`config.mk`:
```
export PLATFORM = sky130hd
export DESIGN_NAME = asramc_ctrl
export DESIGN_NICKNAME = d
export VERILOG_FILES = /design/src/hw/asramc_pkg.sv /design/src/hw/asramc_tmr_if.sv /design/src/hw/asramc_timer.sv /design/src/hw/asramc_ctrl.sv
export VERILOG_INCLUDE_DIRS = /design/src /design/src/hw
export SDC_FILE = /design/constraint.sdc
export NUM_CORES = 1
export LEC_CHECK = 0
export BUFFER_PORTS_ARGS = -buffer_cell sky130_fd_sc_hd__clkbuf_2
export CELL_PAD_IN_SITES_DETAIL_PLACEMENT = 1
export CELL_PAD_IN_SITES_GLOBAL_PLACEMENT = 2
export CORE_MARGIN = 3
export CORE_UTILIZATION = 31
export CTS_BUF_LIST = sky130_fd_sc_hd__clkbuf_4
export CTS_CLUSTER_DIAMETER = 30
export CTS_CLUSTER_SIZE = 12
export DETAILED_ROUTE_END_ITERATION = 12
export GPL_ROUTABILITY_DRIVEN = 0
export GPL_TIMING_DRIVEN = 1
export PLACE_DENSITY = 0.93
export SLEW_MARGIN = 30
export SYNTH_ARGS = -nofsm -noshare
export SYNTH_HDL_FRONTEND = slang
export SYNTH_HIERARCHICAL = 1
export SYNTH_SLANG_ARGS = --single-unit
```
`constraint.sdc`:
```
create_clock -name clk_sys -period 4 [get_ports clk_sys]
set_clock_uncertainty 0.2 [all_clocks]
set_input_delay 1.2 -clock clk_sys [delete_from_list [all_inputs] [get_ports clk_sys]]
set_output_delay 1.2 -clock clk_sys [all_outputs]
set_load 0.02 [all_outputs]
```
`src/hw/asramc_defines.svh`:
```
// Timing figures and derived cycle counts for the asynchronous SRAM host controller
`ifndef ASRAMC_DEFINES_SVH
`define ASRAMC_DEFINES_SVH

`define ASRAMC_CLK_NS 20
`define ASRAMC_ADDR_W 17
`define ASRAMC_DATA_W 8
`define ASRAMC_CNT_W 8

// Least times, nanoseconds, faster grade then slower grade
`define ASRAMC_TAA_F_NS 15
`define ASRAMC_TAA_S_NS 20
`define ASRAMC_TOE_F_NS 7
`define ASRAMC_TOE_S_NS 8
`define ASRAMC_TWP_F_NS 12
`define ASRAMC_TWP_S_NS 15
`define ASRAMC_TCW_F_NS 12
`define ASRAMC_TCW_S_NS 15
`define ASRAMC_TDW_F_NS 8
`define ASRAMC_TDW_S_NS 9
`define ASRAMC_TWHZ_F_NS 5
`define ASRAMC_TWHZ_S_NS 8

// Least time rounded up to whole cycles
`define ASRAMC_CYC_UP(t) (((t) + `ASRAMC_CLK_NS - 1) / `ASRAMC_CLK_NS)
`define ASRAMC_MAX(a, b) (((a) > (b)) ? (a) : (b))

`endif

```
`src/hw/asramc_pkg.sv`:
```
// Types shared by the asynchronous SRAM host controller
package asramc_pkg;

  typedef enum logic [4:0] {
    ST_IDLE = 5'h01,
    ST_WSET = 5'h02,
    ST_WPUL = 5'h04,
    ST_RDWT = 5'h08,
    ST_RCOV = 5'h10
  } asramc_state_t;

  typedef struct packed {
    asramc_state_t state;
    logic [16:0] addr;
    logic [7:0] wdata;
    logic [7:0] rdata;
    logic rvalid;
    logic wdone;
    logic cs_n;
    logic oe_n;
    logic we_n;
    logic dq_oe;
    logic [7:0] pul_cnt;
  } asramc_ctrl_t;

  typedef struct packed {
    logic [7:0] cnt;
  } asramc_tmr_t;

endpackage : asramc_pkg

```
`src/hw/asramc_tmr_if.sv`:
```
// Carrier between the controller and its phase timer
`timescale 1ns/1ps
`default_nettype none
interface asramc_tmr_if;
  logic load;
  logic [7:0] load_val;
  logic done;
  modport ctl (output load, output load_val, input done);
  modport tmr (input load, input load_val, output done);
endinterface : asramc_tmr_if
`default_nettype wire

```
`src/hw/asramc_timer.sv`:
```
// Down counter that times the read wait and write strobe phases of an SRAM access
`timescale 1ns/1ps
`default_nettype none
module asramc_timer (
  input wire logic clk_sys, // System clock
  input wire logic sys_rst, // Synchronous reset, active high
  asramc_tmr_if.tmr tif // Load and done
);
  asramc_pkg::asramc_tmr_t st_q;
  asramc_pkg::asramc_tmr_t st_d;

  always_comb
  begin
    st_d = st_q;
    if (tif.load)
    begin
      st_d.cnt = tif.load_val;
    end
    else if (st_q.cnt != 8'h00)
    begin
      st_d.cnt = st_q.cnt - 8'h01;
    end
  end

  // Done is only meaningful in the cycles after a load
  assign tif.done = (st_q.cnt == 8'h00) && !tif.load;

  always_ff @(posedge clk_sys)
  begin
    if (sys_rst)
    begin
      st_q <= '0;
    end
    else
    begin
      st_q <= st_d;
    end
  end
endmodule : asramc_timer
`default_nettype wire

```
`src/hw/asramc_ctrl.sv`:
```
// Host controller that runs single byte reads and writes on a 128K x 8 asynchronous SRAM
// What this block does
// - Hold select low at least 12 ns fast grade, 15 ns slow grade.
// - With output enable low, strobe lasts strobe-to-float plus data setup.
// - Never drive the data bus while the memory drives read data.
// - Hold the write strobe low at least 12 ns or 15 ns.
// - Present write data 8 ns or 9 ns before end of write.
// - Make the address valid no later than the falling select.
`timescale 1ns/1ps
`default_nettype none
`include "asramc_defines.svh"
module asramc_ctrl #(
  parameter bit FAST_GRADE = 1'b0, // 1: faster grade timing, 0: slower grade
  parameter bit WR_OE_LOW = 1'b0 // 1: keep output enable low during writes
) (
  input wire logic clk_sys, // System clock, 50 MHz
  input wire logic sys_rst, // Synchronous reset, active high
  input wire logic req_valid, // Access request
  output logic req_ready, // Controller idle, request taken
  input wire logic req_write, // 1 write, 0 read
  input wire logic [16:0] req_addr, // Byte address
  input wire logic [7:0] req_wdata, // Write byte
  output logic rsp_valid, // Read byte ready, one-cycle pulse
  output logic [7:0] rsp_rdata, // Read byte
  output logic wr_done, // Write finished, one-cycle pulse
  output logic [16:0] sram_addr, // Memory address pins
  output logic sram_cs_n, // Memory select, active low
  output logic sram_oe_n, // Memory output enable, active low
  output logic sram_we_n, // Memory write strobe, active low
  output logic [7:0] sram_dq_o, // Data pins, driven value
  output logic sram_dq_oe, // Data pins, high while the host drives
  input wire logic [7:0] sram_dq_i // Data pins, sampled value
);
  // Default slow grade counts also meet the faster part
  localparam int TAA_NS = FAST_GRADE ? `ASRAMC_TAA_F_NS : `ASRAMC_TAA_S_NS;
  localparam int TOE_NS = FAST_GRADE ? `ASRAMC_TOE_F_NS : `ASRAMC_TOE_S_NS;
  localparam int TWP_NS = FAST_GRADE ? `ASRAMC_TWP_F_NS : `ASRAMC_TWP_S_NS;
  localparam int TCW_NS = FAST_GRADE ? `ASRAMC_TCW_F_NS : `ASRAMC_TCW_S_NS;
  localparam int TDW_NS = FAST_GRADE ? `ASRAMC_TDW_F_NS : `ASRAMC_TDW_S_NS;
  localparam int TWHZ_NS = FAST_GRADE ? `ASRAMC_TWHZ_F_NS : `ASRAMC_TWHZ_S_NS;

  // Read wait covers both address access and output enable access
  localparam int RD_CYC = `ASRAMC_MAX(`ASRAMC_CYC_UP(TAA_NS), `ASRAMC_CYC_UP(TOE_NS));
  // Strobe width; with enable low the memory drivers must first turn off
  localparam int WP_PLAIN = `ASRAMC_MAX(`ASRAMC_CYC_UP(TWP_NS), `ASRAMC_CYC_UP(TDW_NS));
  localparam int WP_OE = `ASRAMC_CYC_UP(TWHZ_NS) + `ASRAMC_CYC_UP(TDW_NS);
  localparam int WP_CYC = WR_OE_LOW ? `ASRAMC_MAX(WP_PLAIN, WP_OE) : WP_PLAIN;
  // Select is low for the set-up cycle plus the strobe
  localparam int CW_CYC = `ASRAMC_MAX(WP_CYC, `ASRAMC_CYC_UP(TCW_NS) - 1);
  localparam int DRV_DLY = WR_OE_LOW ? `ASRAMC_CYC_UP(TWHZ_NS) : 0;

  // A phase of N cycles loads N-1: done shows once the count has reached zero
  localparam logic [7:0] RD_LOAD = 8'(RD_CYC - 1);
  localparam logic [7:0] WP_LOAD = 8'(CW_CYC - 1);
  // Count seen one cycle before the drive starts DRV_DLY cycles into the strobe; the data keeps the rest for set-up
  localparam logic [7:0] DRV_AT = 8'(CW_CYC - DRV_DLY);

  asramc_pkg::asramc_ctrl_t st_q;
  asramc_pkg::asramc_ctrl_t st_d;
  logic [7:0] cnt_left;

  asramc_tmr_if tif ();

  asramc_timer u_timer (
    .clk_sys (clk_sys),
    .sys_rst (sys_rst),
    .tif (tif)
  );

  // Mirror of the phase count, so the data drive can start part way in
  assign cnt_left = st_q.pul_cnt;

  always_comb
  begin
    st_d = st_q;
    st_d.rvalid = 1'b0;
    st_d.wdone = 1'b0;
    tif.load = 1'b0;
    tif.load_val = 8'h00;
    st_d.pul_cnt = (st_q.pul_cnt != 8'h00) ? st_q.pul_cnt - 8'h01 : 8'h00;
    case (st_q.state)
      asramc_pkg::ST_IDLE:
      begin
        if (req_valid)
        begin
          st_d.addr = req_addr;
          st_d.cs_n = 1'b0;
          if (req_write)
          begin
            st_d.wdata = req_wdata;
            st_d.oe_n = !WR_OE_LOW;
            // Without WR_OE_LOW output enable is high here, so the memory floats and the host may drive
            st_d.dq_oe = !WR_OE_LOW;
            st_d.state = asramc_pkg::ST_WSET;
          end
          else
          begin
            st_d.oe_n = 1'b0;
            tif.load = 1'b1;
            tif.load_val = RD_LOAD;
            st_d.state = asramc_pkg::ST_RDWT;
          end
        end
        else
        begin
          // Re-park the pins on every idle cycle without a request so no stray level outlives an access
          st_d.cs_n = 1'b1;
          st_d.oe_n = 1'b1;
          st_d.we_n = 1'b1;
          st_d.dq_oe = 1'b0;
        end
      end
      asramc_pkg::ST_WSET:
      begin
        // Select already low before the strobe falls
        // Address has settled a whole cycle, which covers the zero set-up time
        st_d.we_n = 1'b0;
        tif.load = 1'b1;
        tif.load_val = WP_LOAD;
        st_d.pul_cnt = WP_LOAD;
        st_d.state = asramc_pkg::ST_WPUL;
      end
      asramc_pkg::ST_WPUL:
      begin
        // With enable low, wait out the memory's turn-off before driving
        if (!st_q.dq_oe && (cnt_left <= DRV_AT))
        begin
          st_d.dq_oe = 1'b1;
        end
        if (tif.done)
        begin
          // Strobe and select rise together; address and data stay put
          st_d.we_n = 1'b1;
          st_d.cs_n = 1'b1;
          st_d.oe_n = 1'b1;
          st_d.wdone = 1'b1;
          st_d.state = asramc_pkg::ST_RCOV;
        end
      end
      asramc_pkg::ST_RDWT:
      begin
        if (tif.done)
        begin
          // Take the byte while select is still low; the memory floats it soon after
          st_d.rdata = sram_dq_i;
          st_d.rvalid = 1'b1;
          st_d.cs_n = 1'b1;
          st_d.oe_n = 1'b1;
          st_d.state = asramc_pkg::ST_RCOV;
        end
      end
      asramc_pkg::ST_RCOV:
      begin
        // One idle cycle lets the memory drivers float before the next access
        st_d.dq_oe = 1'b0;
        st_d.cs_n = 1'b1;
        st_d.oe_n = 1'b1;
        st_d.we_n = 1'b1;
        st_d.state = asramc_pkg::ST_IDLE;
      end
      default:
      begin
        // An illegal state code falls back to idle with the memory parked
        st_d.state = asramc_pkg::ST_IDLE;
        st_d.cs_n = 1'b1;
        st_d.oe_n = 1'b1;
        st_d.we_n = 1'b1;
        st_d.dq_oe = 1'b0;
      end
    endcase
  end

  always_ff @(posedge clk_sys)
  begin
    if (sys_rst)
    begin
      st_q.state <= asramc_pkg::ST_IDLE;
      st_q.addr <= 17'h00000;
      st_q.wdata <= 8'h00;
      st_q.rdata <= 8'h00;
      st_q.rvalid <= 1'b0;
      st_q.wdone <= 1'b0;
      st_q.cs_n <= 1'b1;
      st_q.oe_n <= 1'b1;
      st_q.we_n <= 1'b1;
      st_q.dq_oe <= 1'b0;
      st_q.pul_cnt <= 8'h00;
    end
    else
    begin
      st_q <= st_d;
    end
  end

  // No clock or refresh pin exists toward the memory
  // Every pin comes straight from a flop, so strobes cannot glitch between states
  assign req_ready = (st_q.state == asramc_pkg::ST_IDLE);
  // Pulses last one cycle; the read byte stays until the next read
  assign rsp_valid = st_q.rvalid;
  assign rsp_rdata = st_q.rdata;
  assign wr_done = st_q.wdone;
  assign sram_addr = st_q.addr;
  assign sram_cs_n = st_q.cs_n;
  assign sram_oe_n = st_q.oe_n;
  assign sram_we_n = st_q.we_n;
  assign sram_dq_o = st_q.wdata;
  assign sram_dq_oe = st_q.dq_oe;

endmodule : asramc_ctrl
`default_nettype wire

```
Word level (Yosys, flattened, before mapping)
Index checks and enable logic that the tools add are counted.
{"block": "word_totals", "inputBits": 37, "ff_bits": 60, "output_inout_bits": 40}
{"block": "classes", "order_cmp": 1, "eq_ne": 11, "addsub": 2, "mux": 20, "n_reduce_logical": 20, "n_bitwise": 5}
{"cell": "two-way mux 30 bit", "n": 1}
{"cell": "nonzero test 8 bit", "n": 2}
{"cell": "subtractor 8 x 1 -> 8 bit (second input constant)", "n": 2}
{"cell": "one-hot mux 5 bit (3 select lines)", "n": 1}
{"cell": "AND reduction 3 bit", "n": 4}
{"cell": "inequality test 2 bit (second input constant)", "n": 5}
{"cell": "OR reduction 2 bit", "n": 5}
{"cell": "<= comparator 8 x 1 -> 1 bit (second input constant)", "n": 1}
{"cell": "logical NOT 8 bit", "n": 1}
{"cell": "two-way mux 1 bit", "n": 8}
{"cell": "two-way mux 4 bit", "n": 2}
{"cell": "two-way mux 8 bit", "n": 1}
{"cell": "one-hot mux 2 bit (4 select lines)", "n": 1}
{"cell": "AND reduction 2 bit", "n": 3}
{"cell": "== test 5 x 1 -> 1 bit (second input constant)", "n": 1}
{"cell": "== test 5 x 2 -> 1 bit (second input constant)", "n": 1}
{"cell": "== test 5 x 3 -> 1 bit (second input constant)", "n": 1}
{"cell": "== test 5 x 4 -> 1 bit (second input constant)", "n": 1}
{"cell": "two-way mux 5 bit", "n": 1}
{"cell": "NOT 1 bit", "n": 5}
{"cell": "two-way mux 2 bit", "n": 2}
{"cell": "one-hot mux 1 bit (4 select lines)", "n": 1}
{"cell": "inequality test 3 x 2 -> 1 bit (second input constant)", "n": 1}
{"cell": "one-hot mux 1 bit (3 select lines)", "n": 1}
{"cell": "5 further kinds", "n": 7}

Depth between registers and ports, before layout
Gate-level depths: netlist of the first run.
{"block": "logic_depth", "ltp_word": 7, "ltp_mapped": 10, "ltp_nobuf": 10}

Modules after synthesis
Netlist of the first run, hierarchy kept.
{"mod": "asramc_ctrl", "n_inst": 1, "cells_per_inst": 260, "area_per_inst_um2": 2223.4}
{"mod": "asramc_timer", "n_inst": 1, "cells_per_inst": 58, "area_per_inst_um2": 478.0}

Least setup slack after synthesis of the first run
OpenSTA, ideal clock, no wires.
{"block": "synth_path", "path_type": "input to register", "from": "in req_valid", "to": "reg st_q, in the netlist rsp_rdata[0]", "path_stages": 10, "setup_time_ns": 0.128, "path_buffers": 1, "slack_ns": 0.726, "t_arrival_ns": 2.946, "path_cell_list": "nor4bb_1 -> o21ai_0 -> inv_1 -> or4b_1 -> or2_1 -> inv_1 -> nand3_1 -> buf_2 -> mux2i_1 -> nor2_1"}
{"block": "synth_via", "elab_chain_cells": 5}
{"item": "from (decl)", "line_no": "asramc_ctrl.sv:18", "source": "input wire logic req_valid,"}
{"item": "two-way mux 1 bit", "line_no": "asramc_ctrl.sv:84", "source": "if (req_valid)"}
{"item": "one-hot mux 1 bit (2 select lines)", "line_no": "asramc_ctrl.sv:81", "source": "case (st_q.state)"}
{"item": "net tif.load", "line_no": "asramc_tmr_if.sv:5", "source": "logic load;"}
{"item": "logical NOT 1 bit", "line_no": "asramc_timer.sv:26", "source": "assign tif.done = (st_q.cnt == 8'h00) && !tif.load;"}
{"item": "logical AND 1 bit", "line_no": "asramc_timer.sv:26"}
{"item": "net tif.done", "line_no": "asramc_tmr_if.sv:7", "source": "logic done;"}
{"item": "AND reduction 2 bit (no source line)"}
{"item": "to (signal assigned)", "line_no": "asramc_ctrl.sv:191", "source": "st_q <= st_d;"}
{"item": "to (decl)", "line_no": "asramc_ctrl.sv:58", "source": "asramc_pkg::asramc_ctrl_t st_q;"}
The timed path passes the listed nets, and every way through them passes these cells.
A chain may end at the register's enable or synchronous reset.

Worst setup path in the final report of the first run
{"block": "layout_path", "from": "in req_valid", "to": "reg st_q, in the netlist rsp_rdata[6]"}
The elaborated chain is that of the path after synthesis.

==> results of run 1 <==
[flip-flops by register name (all words and copies together) (netlist names)]
name	flops
sram_dq_oe	1
st_q	5
rsp_valid	1
sram_oe_n	1
rsp_rdata	8
wr_done	1
cnt_left	8
sram_cs_n	1
sram_we_n	1
sram_dq_o	8
u_timer/st_q	8
sram_addr	17
[per-stage QoR]
| step | hold slack [ns] | cells | area (µm²) | worst slack, ns |
|---|---|---|---|---|
| final | 0.256 | 481 | 3100 | 0.764 |
| after floorplan | 0.237 | 326 | 2730 | 0.726 |
| after global placement | 0.234 | 465 | 2960 | 0.433 |
| after detailed placement | 0.244 | 465 | 2960 | 0.372 |
| after global routing | 0.285 | 481 | 3100 | 0.651 |
| after CTS | 0.262 | 481 | 3100 | 0.818 |
[cells by family after synthesis]
group / count (synthesis) / share of synthesized area, %
AO/OA/AOI/OAI: 56 / 12.2
XOR/XNOR: 8 / 2.59
adder cells (fa/ha/maj): 4 / 1.85
buffers and inverters: 57 / 13.1
flip-flops: 60 / 44.5
multiplexers: 10 / 3.71
other: 1 / 0.139
AND/OR/NAND/NOR: 122 / 22.0
[critical path: stages]
cell      delay, ns
clkbuf_2       0.11
nor4bb_1       0.14
o21ai_0        0.29
inv_1          0.10
or4b_1         0.56
or2_1          0.28
inv_1          0.12
nand3_1        0.08
buf_4          0.21
mux2i_1        0.16
nor2_1         0.05
[area by class of cell]
type | instances | share of cell area (%)
Sequential cell | 60 | 38.7
Inverter | 10 | 1.21
Timing Repair Buffer | 81 | 13.5
Tap cell | 105 | 4.24
Clock buffer | 11 | 2.66
Multi-Input combinational cell | 209 | 38.0
Clock inverter | 5 | 1.69
[per-layer routing]
metal,vias to the layer above,track usage (%),routed length [µm]
met1,1062,15.8,2860
met4,0,4.73,39
met2,51,21.7,3060
met5,-,0,0
li1,1141,-,-
met3,2,4.77,363
[cells in the final DEF, fill, tap and decap left out, types with 2 or more instances in the layout]
cell type / instances
buf_4: 5
nor4_2: 2
conb_1: 9
ha_1: 4
inv_1: 10
clkbuf_4: 11
nor3_1: 4
nor2b_1: 5
nand4_1: 2
nand3_1: 12
mux2i_1: 10
nor2_1: 28
dfxtp_1: 60
or4_4: 2
clkinv_2: 2
a211oi_1: 3
a21oi_1: 34
nand2_1: 51
a31oi_1: 2
xnor2_1: 4
clkbuf_2: 76
xor2_1: 4
o21ai_0: 5
nand2b_1: 4
nor4_1: 2
[worst paths after layout]
kind / cells past startpoint / start / end
max: 11 / req_valid / rsp_rdata[6]$_SDFFE_PP0P_
min: 2 / sram_dq_oe$_SDFFE_PP0P_ / sram_dq_oe$_SDFFE_PP0P_
max reg2reg: 10 / st_q[48]$_SDFFE_PP0P_ / rsp_rdata[6]$_SDFFE_PP0P_
min reg2reg: 2 / sram_dq_oe$_SDFFE_PP0P_ / sram_dq_oe$_SDFFE_PP0P_
[report_power, final]
group	internal [µW]	leakage [µW]	total [µW]	switching, µW
Sequential	657	0.000489	715	58.1
Clock	202	0.0000782	423	221
Combinational	164	0.000876	384	221
==> reports/metrics.csv, run 1 <==
metric,value,unit
Total GRT Usage,13.2,%
fmax,309,MHz
Antenna Cells,0,
Via Count,2256,
Post-synth EDFFs,0,
post-synth top area cell,dfxtp_1,
Leak,0.00144,µW
area of the core,0.00834,mm²
area of the multi-input gates,0.00118,mm²
initial antenna violation count,0,
vias per inst,4.69,
Post-route DRC,0,
endpoints failing hold,0,
VDD IR max,0.176,mV
post-synthesis sequential area ratio,44.5,%
clock root buffer,clkbuf_4,
Pins Over Slew Limit,0,
chip width,99.4,µm
Rel. slew slack,43.9,%
CTS Buf Count,9,
clk slew on worst S/H paths,0.11,ns
mapped cell area,0.00270,mm²
Longest Clk Path Bufs,2,
r2r setup slk,1.25,ns
"Max FO, Critical Path",9,
H-tree levels,3,
register area,0.00120,mm²
area grow syn2layout,14.8,%
first-pass GRT wire length,10400,µm
postcts setup bufs,0,
Yosys warning count,6,
Cells after Synth,318,
worst skew pair latency,0.40,ns
pwr dens,491,mW/mm²
Routed Antenna Nets,0,
Boundary Pins,77,
Pre-Repair DR Iteration Count,4,
CP arrival,3.30,ns
die footprint,0.00987,mm²
total negative slack,0,ns
Overall Power,1520,µW
RSZ-0062 raised after global routing,no,
Final period util,80.9,%
aggregate global routing overflow,0,
fraction of registers with async set/reset,0,%
# setup viols final,0,
CP Capture Type,flop,
fin util,37.2,%
clk sinks,60,
CTS tree,built,
share of post-route cells with drive strength above 1,27.7,%
worst-margin pin slew,0.839,ns
register bit count reported by yosys,60,
"Data required, critical path",4.07,ns
critical setup path kind,in2reg,
Mean Syn Cell Area,8.49,µm²
Routed WL,6330,µm
Starting Density,32.4,%
largest net degree at the start of global routing,31,
Synth top area share,44.5,%
Post-synth top flop,dfxtp_1,
IO Port Bufs,76,
Iter 0 DRT Violations,47,
Wirelength per Cell,13.2,µm
"top cells by area, synth","dfxtp_1 44%, buf_4 10%, nand2_1 7.1%",
synth unique cells,46,
Final Net Count,412,
fill count,1032,
hold crit path type,reg2reg,
total of max-cap violations,0,
Tmin final,3.24,ns
vias in the first global route,2207,
Post-synth top cells,"60 x dfxtp_1, 51 x nand2_1, 36 x buf_4",
CTS resizes,0,
Detail Placement HPWL,4710,µm
Startpoint Class,input pin,
Row Count,33,
cts hold-fix bufs,0,
most common cell in the netlist,dfxtp_1,
run status,finished clean,
Die Ht,99.4,µm
Power figures use the tool's default switching activity.
==> run 2: changes to the inputs <==
==> constraint.sdc (replaced) <==
create_clock -name clk_sys -period 3.3 [get_ports clk_sys]
set_clock_uncertainty 0.2 [all_clocks]
set_input_delay 0.99 -clock clk_sys [delete_from_list [all_inputs] [get_ports clk_sys]]
set_output_delay 0.99 -clock clk_sys [all_outputs]
set_load 0.02 [all_outputs]
==> run 2 against run 1 <==
Compared with the run above: non-clock buffer count rose by 6; flip-flop and latch count unchanged; sequential power is 21% higher; design area rose by 0.69%; global-route usage increased by 0.42 points; final cell count rose by 0.83%; worst setup slack worse by 0.29 ns; core utilization grew 0.25 points; hold slack improved by 0.0035 ns; critical path type unchanged; critical endpoint unchanged; largest power group unchanged.
==> reports/metrics.csv, run 2 (synthesis results as in run 1) <==
metric,value,unit,change
"most common cell after layout, fill and taps aside",clkbuf_2,,
Detail Placement HPWL,4830,µm,+2.5%
hold crit path type,reg2reg,,
endpoints failing hold,0,,unchanged
share of post-route cells with drive strength above 1,27.4,%,-0.29 points
Wirelength per Cell,13.2,µm,+0.54%
die footprint,0.00987,mm²,unchanged
first-pass GRT wire length,10900,µm,+5.0%
total negative slack,0,ns,unchanged
fmax,354,MHz,
fin util,37.4,%,+0.25 points
IO Port Bufs,76,,unchanged
aggregate global routing overflow,0,,unchanged
CTS tree,built,,
Die Ht,99.4,µm,unchanged
initial antenna violation count,0,,unchanged
vias in the first global route,2357,,+6.8%
# setup viols final,0,,unchanged
Pre-Repair DR Iteration Count,4,,unchanged
Final Net Count,418,,+1.5%
Boundary Pins,77,,unchanged
fill count,1029,,-0.29%
critical setup path kind,in2reg,,
Post-route DRC,0,,unchanged
CTS resizes,0,,unchanged
H-tree levels,3,,unchanged
critical path's slowest cell,or4b_1,,
Routed WL,6410,µm,+1.4%
clk sinks,60,,unchanged
Layout Cells excl Fill,485,,+0.83%
Iter 0 DRT Violations,53,,+13%
"Max FO, Critical Path",9,,unchanged
CTS Buf Count,9,,unchanged
Cells after DPL,471,,+1.3%
run status,finished clean,,
CP max stage delay,0.49,ns,-0.07 ns
postcts setup bufs,0,,unchanged
area of the core,0.00834,mm²,unchanged
"Data required, critical path",3.38,ns,-0.69 ns
Tmin final,2.82,ns,
area grow syn2layout,15.6,%,
RSZ-0062 raised after global routing,no,,
clock root buffer,clkbuf_4,,
Via Count,2287,,+1.4%
cts hold-fix bufs,0,,unchanged
final instance area,0.00312,mm²,+0.69%
Startpoint Class,input pin,,
CP Capture Type,flop,,
CP arrival,2.91,ns,-0.39 ns
Row Count,33,,unchanged
worst hold slack,0.259,ns,+0.00352 ns
vias per inst,4.72,,+0.54%
clk slew on worst S/H paths,0.10,ns,about the same
Total GRT Usage,13.6,%,+0.42 points
Final period util,85.5,%,
total of max-cap violations,0,,unchanged
worst skew pair latency,0.39,ns,about the same
Starting Density,32.4,%,unchanged
Longest Clk Path Bufs,2,,unchanged
Pins Over Slew Limit,0,,unchanged
Leak,0.00146,µW,+0.82%
worst path cell trace,clkbuf_2 -> nor4bb_1 -> o21ai_0 -> inv_1 -> or4b_1 -> or2_1 -> inv_1 -> nand3_1 -> buf_4 -> mux2i_1 -> nor2_1,,
largest net degree at the start of global routing,26,,-16%
most frequent cells in the layout,"76 x clkbuf_2, 60 x dfxtp_1, 51 x nand2_1",,
Largest register FFs,17,,unchanged
Crit path top cell by count,inv_1,,
Routed Antenna Nets,0,,unchanged
VDD IR max,0.257,mV,+46%
pwr dens,587,mW/mm²,+19%
Placed Area,0.00301,mm²,+1.5%
Antenna Cells,0,,unchanged
chip width,99.4,µm,unchanged
## run 2: cell count changes in the layout (fill, tap and decap cells not counted), sizes merged
cell | previous run | this run
clkbuf | 87 | 85
buf | 5 | 11
## run 2: path summary, 6_finish.rpt
kind                                                 start                          to  slack [ns]  cells after the start
worst max-delay path                             req_valid   rsp_rdata[6]$_SDFFE_PP0P_        0.48                     11
worst min-delay path            sram_addr[11]$_SDFFE_PP0P_  sram_addr[11]$_SDFFE_PP0P_        0.26                      2
worst max register to register       st_q[48]$_SDFFE_PP0P_   rsp_rdata[6]$_SDFFE_PP0P_        0.73                     10
worst min register to register  sram_addr[11]$_SDFFE_PP0P_  sram_addr[11]$_SDFFE_PP0P_        0.26                      2
## run 2: stage by stage
step                      total power (µW)  worst slack (ns)
after global placement                1350            0.0976
after floorplan                       1250             0.236
after CTS                             1860             0.482
after global routing                  1970             0.275
final                                 1830             0.479
after detailed placement              1390            0.0587
## run 2: power breakdown
| part | internal (µW) | switching (µW) | leakage, µW |
|---|---|---|---|
| sequential | 796 | 69.6 | 0.000489 |
| clock | 213 | 253 | 0.0000618 |
| combinational | 221 | 278 | 0.000904 |
## run 2: critical path: cells and delay by family
family / cells / cell delay, ns
simple gates: 5 / 0.99
buf+inv: 4 / 0.50
mux: 1 / 0.17
compound gates: 1 / 0.25
## run 2: area by class of cell
cell class | instances | area [µm²] | share of cell area (%)
clock buffers | 9 | 67.6 | 2.16
flip-flops and latches | 60 | 1200 | 38.5
clock inverters | 5 | 45.0 | 1.44
repair buffers | 87 | 463 | 14.8
well taps | 105 | 131 | 4.21
multi-input cells | 209 | 1180 | 37.7
inverters | 10 | 37.5 | 1.20
## run 2: metal layers
| metal | global-route usage [%] | vias up | share of wire [%] |
|---|---|---|---|
| li1 | - | 1148 | - |
| met1 | 16.2 | 1079 | 45 |
| met2 | 22.6 | 53 | 48 |
| met3 | 4.14 | 7 | 5.1 |
| met4 | 5.88 | 0 | 1.3 |
| met5 | 0 | - | 0 |
==> run 3: changes to the inputs <==
--- a/config.mk
+++ b/config.mk
@@ -10,14 +10,13 @@
 export CELL_PAD_IN_SITES_DETAIL_PLACEMENT = 1
 export CELL_PAD_IN_SITES_GLOBAL_PLACEMENT = 2
 export CORE_MARGIN = 3
-export CORE_UTILIZATION = 31
-export CTS_BUF_LIST = sky130_fd_sc_hd__clkbuf_4
+export CORE_UTILIZATION = 30
 export CTS_CLUSTER_DIAMETER = 30
 export CTS_CLUSTER_SIZE = 12
 export DETAILED_ROUTE_END_ITERATION = 12
 export GPL_ROUTABILITY_DRIVEN = 0
 export GPL_TIMING_DRIVEN = 1
-export PLACE_DENSITY = 0.93
+export PLACE_DENSITY = 0.91
 export SLEW_MARGIN = 30
 export SYNTH_ARGS = -nofsm -noshare
 export SYNTH_HDL_FRONTEND = slang
==> run 3 against run 2 <==
Compared with the run above: hold slack got worse by 0.0063 ns; largest cell class unchanged; clock power up 48%; register-to-register slack hardly changed; die area rose by 3.1%; design area up 2.9%; flip-flop and latch count unchanged; non-clock buffer count fell by 1; routed wire length grew 1.2%; final cell count did not move; clock-buffer cell count increased by 3; sequential power about the same.
==> reports/metrics.csv, run 3 (synthesis results as in run 1) <==
metric,value,unit,change
cts hold-fix bufs,0,,unchanged
Antenna Cells,0,,unchanged
worst-margin pin slew,0.575,ns,
endpoints failing hold,0,,unchanged
CTS Buf Count,9,,unchanged
Critical path origin,req_valid,,
"most common cell after layout, fill and taps aside",clkbuf_2,,
most frequent cells in the layout,"76 x clkbuf_2, 60 x dfxtp_1, 51 x nand2_1",,
Iter 0 DRT Violations,55,,+3.8%
clk sinks,60,,unchanged
total of max-cap violations,0,,unchanged
critical setup path kind,in2reg,,
Post-route DRC,0,,unchanged
Startpoint Class,input pin,,
Boundary Pins,77,,unchanged
die footprint,0.0102,mm²,+3.1%
Wirelength per Cell,13.4,µm,+1.2%
hold crit path type,reg2reg,,
CTS tree,built,,
# setup viols final,0,,unchanged
final worst setup slack,0.378,ns,-0.101 ns
Total GRT Usage,13.1,%,-0.48 points
Pins Over Slew Limit,0,,unchanged
Starting Density,31.9,%,-0.47 points
IO Port Bufs,76,,unchanged
CP arrival,2.92,ns,about the same
largest net degree at the start of global routing,27,,+3.8%
Via Count,2261,,-1.1%
CTS resizes,0,,unchanged
R2R Path Start,st_q[48]$_SDFFE_PP0P_,,
Largest register FFs,17,,unchanged
Final period util,88.5,%,+3.0 points
vias per inst,4.66,,-1.1%
H-tree levels,3,,unchanged
pwr dens,641,mW/mm²,+9.2%
Row Count,33,,unchanged
CP Capture Type,flop,,
"Max FO, Critical Path",9,,unchanged
Rel. slew slack,61.6,%,
fmax,342,MHz,-3.4%
RSZ-0062 raised after global routing,no,,
first-pass GRT wire length,10800,µm,-1.6%
worst hold start,sram_dq_o[5]$_SDFFE_PP0P_,,
Tmin final,2.92,ns,+0.101 ns
vias in the first global route,2367,,+0.42%
clock root buffer,clkbuf_8,,
fin util,37.9,%,+0.52 points
postcts setup bufs,0,,unchanged
chip width,101,µm,+1.6%
Pre-Repair DR Iteration Count,4,,unchanged
Placement Setup Slack,-0.00893,ns,-0.0677 ns
VDD IR max,0.271,mV,+5.5%
Routed WL,6490,µm,+1.2%
worst skew pair latency,0.33,ns,-0.06 ns
Final Net Count,417,,-0.24%
area grow syn2layout,18.9,%,
Detail Placement HPWL,4740,µm,-1.8%
initial antenna violation count,0,,unchanged
fill count,1046,,+1.7%
clk slew on worst S/H paths,0.07,ns,-0.03 ns
Longest Clk Path Bufs,2,,unchanged
final instance area,0.00321,mm²,+2.9%
run status,finished clean,,
total negative slack,0,ns,unchanged
Overall Power,2060,µW,+12%
Die Ht,101,µm,+1.6%
Placed Area,0.00300,mm²,-0.25%
share of post-route cells with drive strength above 1,28.4,%,+1.1 points
area of the core,0.00846,mm²,+1.5%
aggregate global routing overflow,0,,unchanged
Leak,0.00149,µW,+2.4%
Routed Antenna Nets,0,,unchanged
"Data required, critical path",3.30,ns,-0.08 ns
==> run 3: path summary, 6_finish.rpt <==
check	end	slack, ns	cells past startpoint
hold reg to reg	sram_dq_o[5]$_SDFFE_PP0P_	0.25	2
setup reg to reg	rsp_rdata[6]$_SDFFE_PP0P_	0.72	10
setup / recovery	rsp_rdata[6]$_SDFFE_PP0P_	0.38	11
hold / removal	sram_dq_o[5]$_SDFFE_PP0P_	0.25	2
==> run 3: final cells by class <==
class                           count  area, µm²  area share [%]
Inverter                           10       37.5            1.17
Tap cell                          105        131            4.09
Sequential cell                    60       1200            37.4
Multi-Input combinational cell    209       1180            36.6
Clock buffer                       12        165            5.14
Timing Repair Buffer               86        455            14.2
Clock inverter                      3       45.0            1.40
==> run 3: worst max-delay path: stages <==
cell	delay [ns]
clkbuf_2	0.10
nor4bb_1	0.14
o21ai_0	0.26
inv_1	0.09
or4b_1	0.49
or2_1	0.24
inv_1	0.09
nand3_1	0.07
buf_4	0.21
mux2i_1	0.17
nor2_1	0.05
==> run 3: per-layer routing <==
layer | wire [µm] | vias to the layer above | GRT usage [%]
met4 | 44 | 0 | 3.99
li1 | - | 1148 | -
met5 | 0 | - | 0
met1 | 2940 | 1048 | 15.9
met2 | 3150 | 59 | 22.6
met3 | 352 | 6 | 3.60
==> run 3: power by group <==
| part | internal, µW | switching, µW |
|---|---|---|
| combinational | 228 | 273 |
| clock | 406 | 282 |
| sequential | 797 | 70.7 |
==> run 3: stage by stage <==
| step | hold slack [ns] | instances |
|---|---|---|
| 6_report | 0.253 | 485 |
| 5_1_grt | 0.282 | 485 |
| 4_1_cts | 0.257 | 485 |
| 3_5_place_dp | 0.247 | 470 |
| 3_3_place_gp | 0.242 | 470 |
| 2_1_floorplan | 0.237 | 326 |
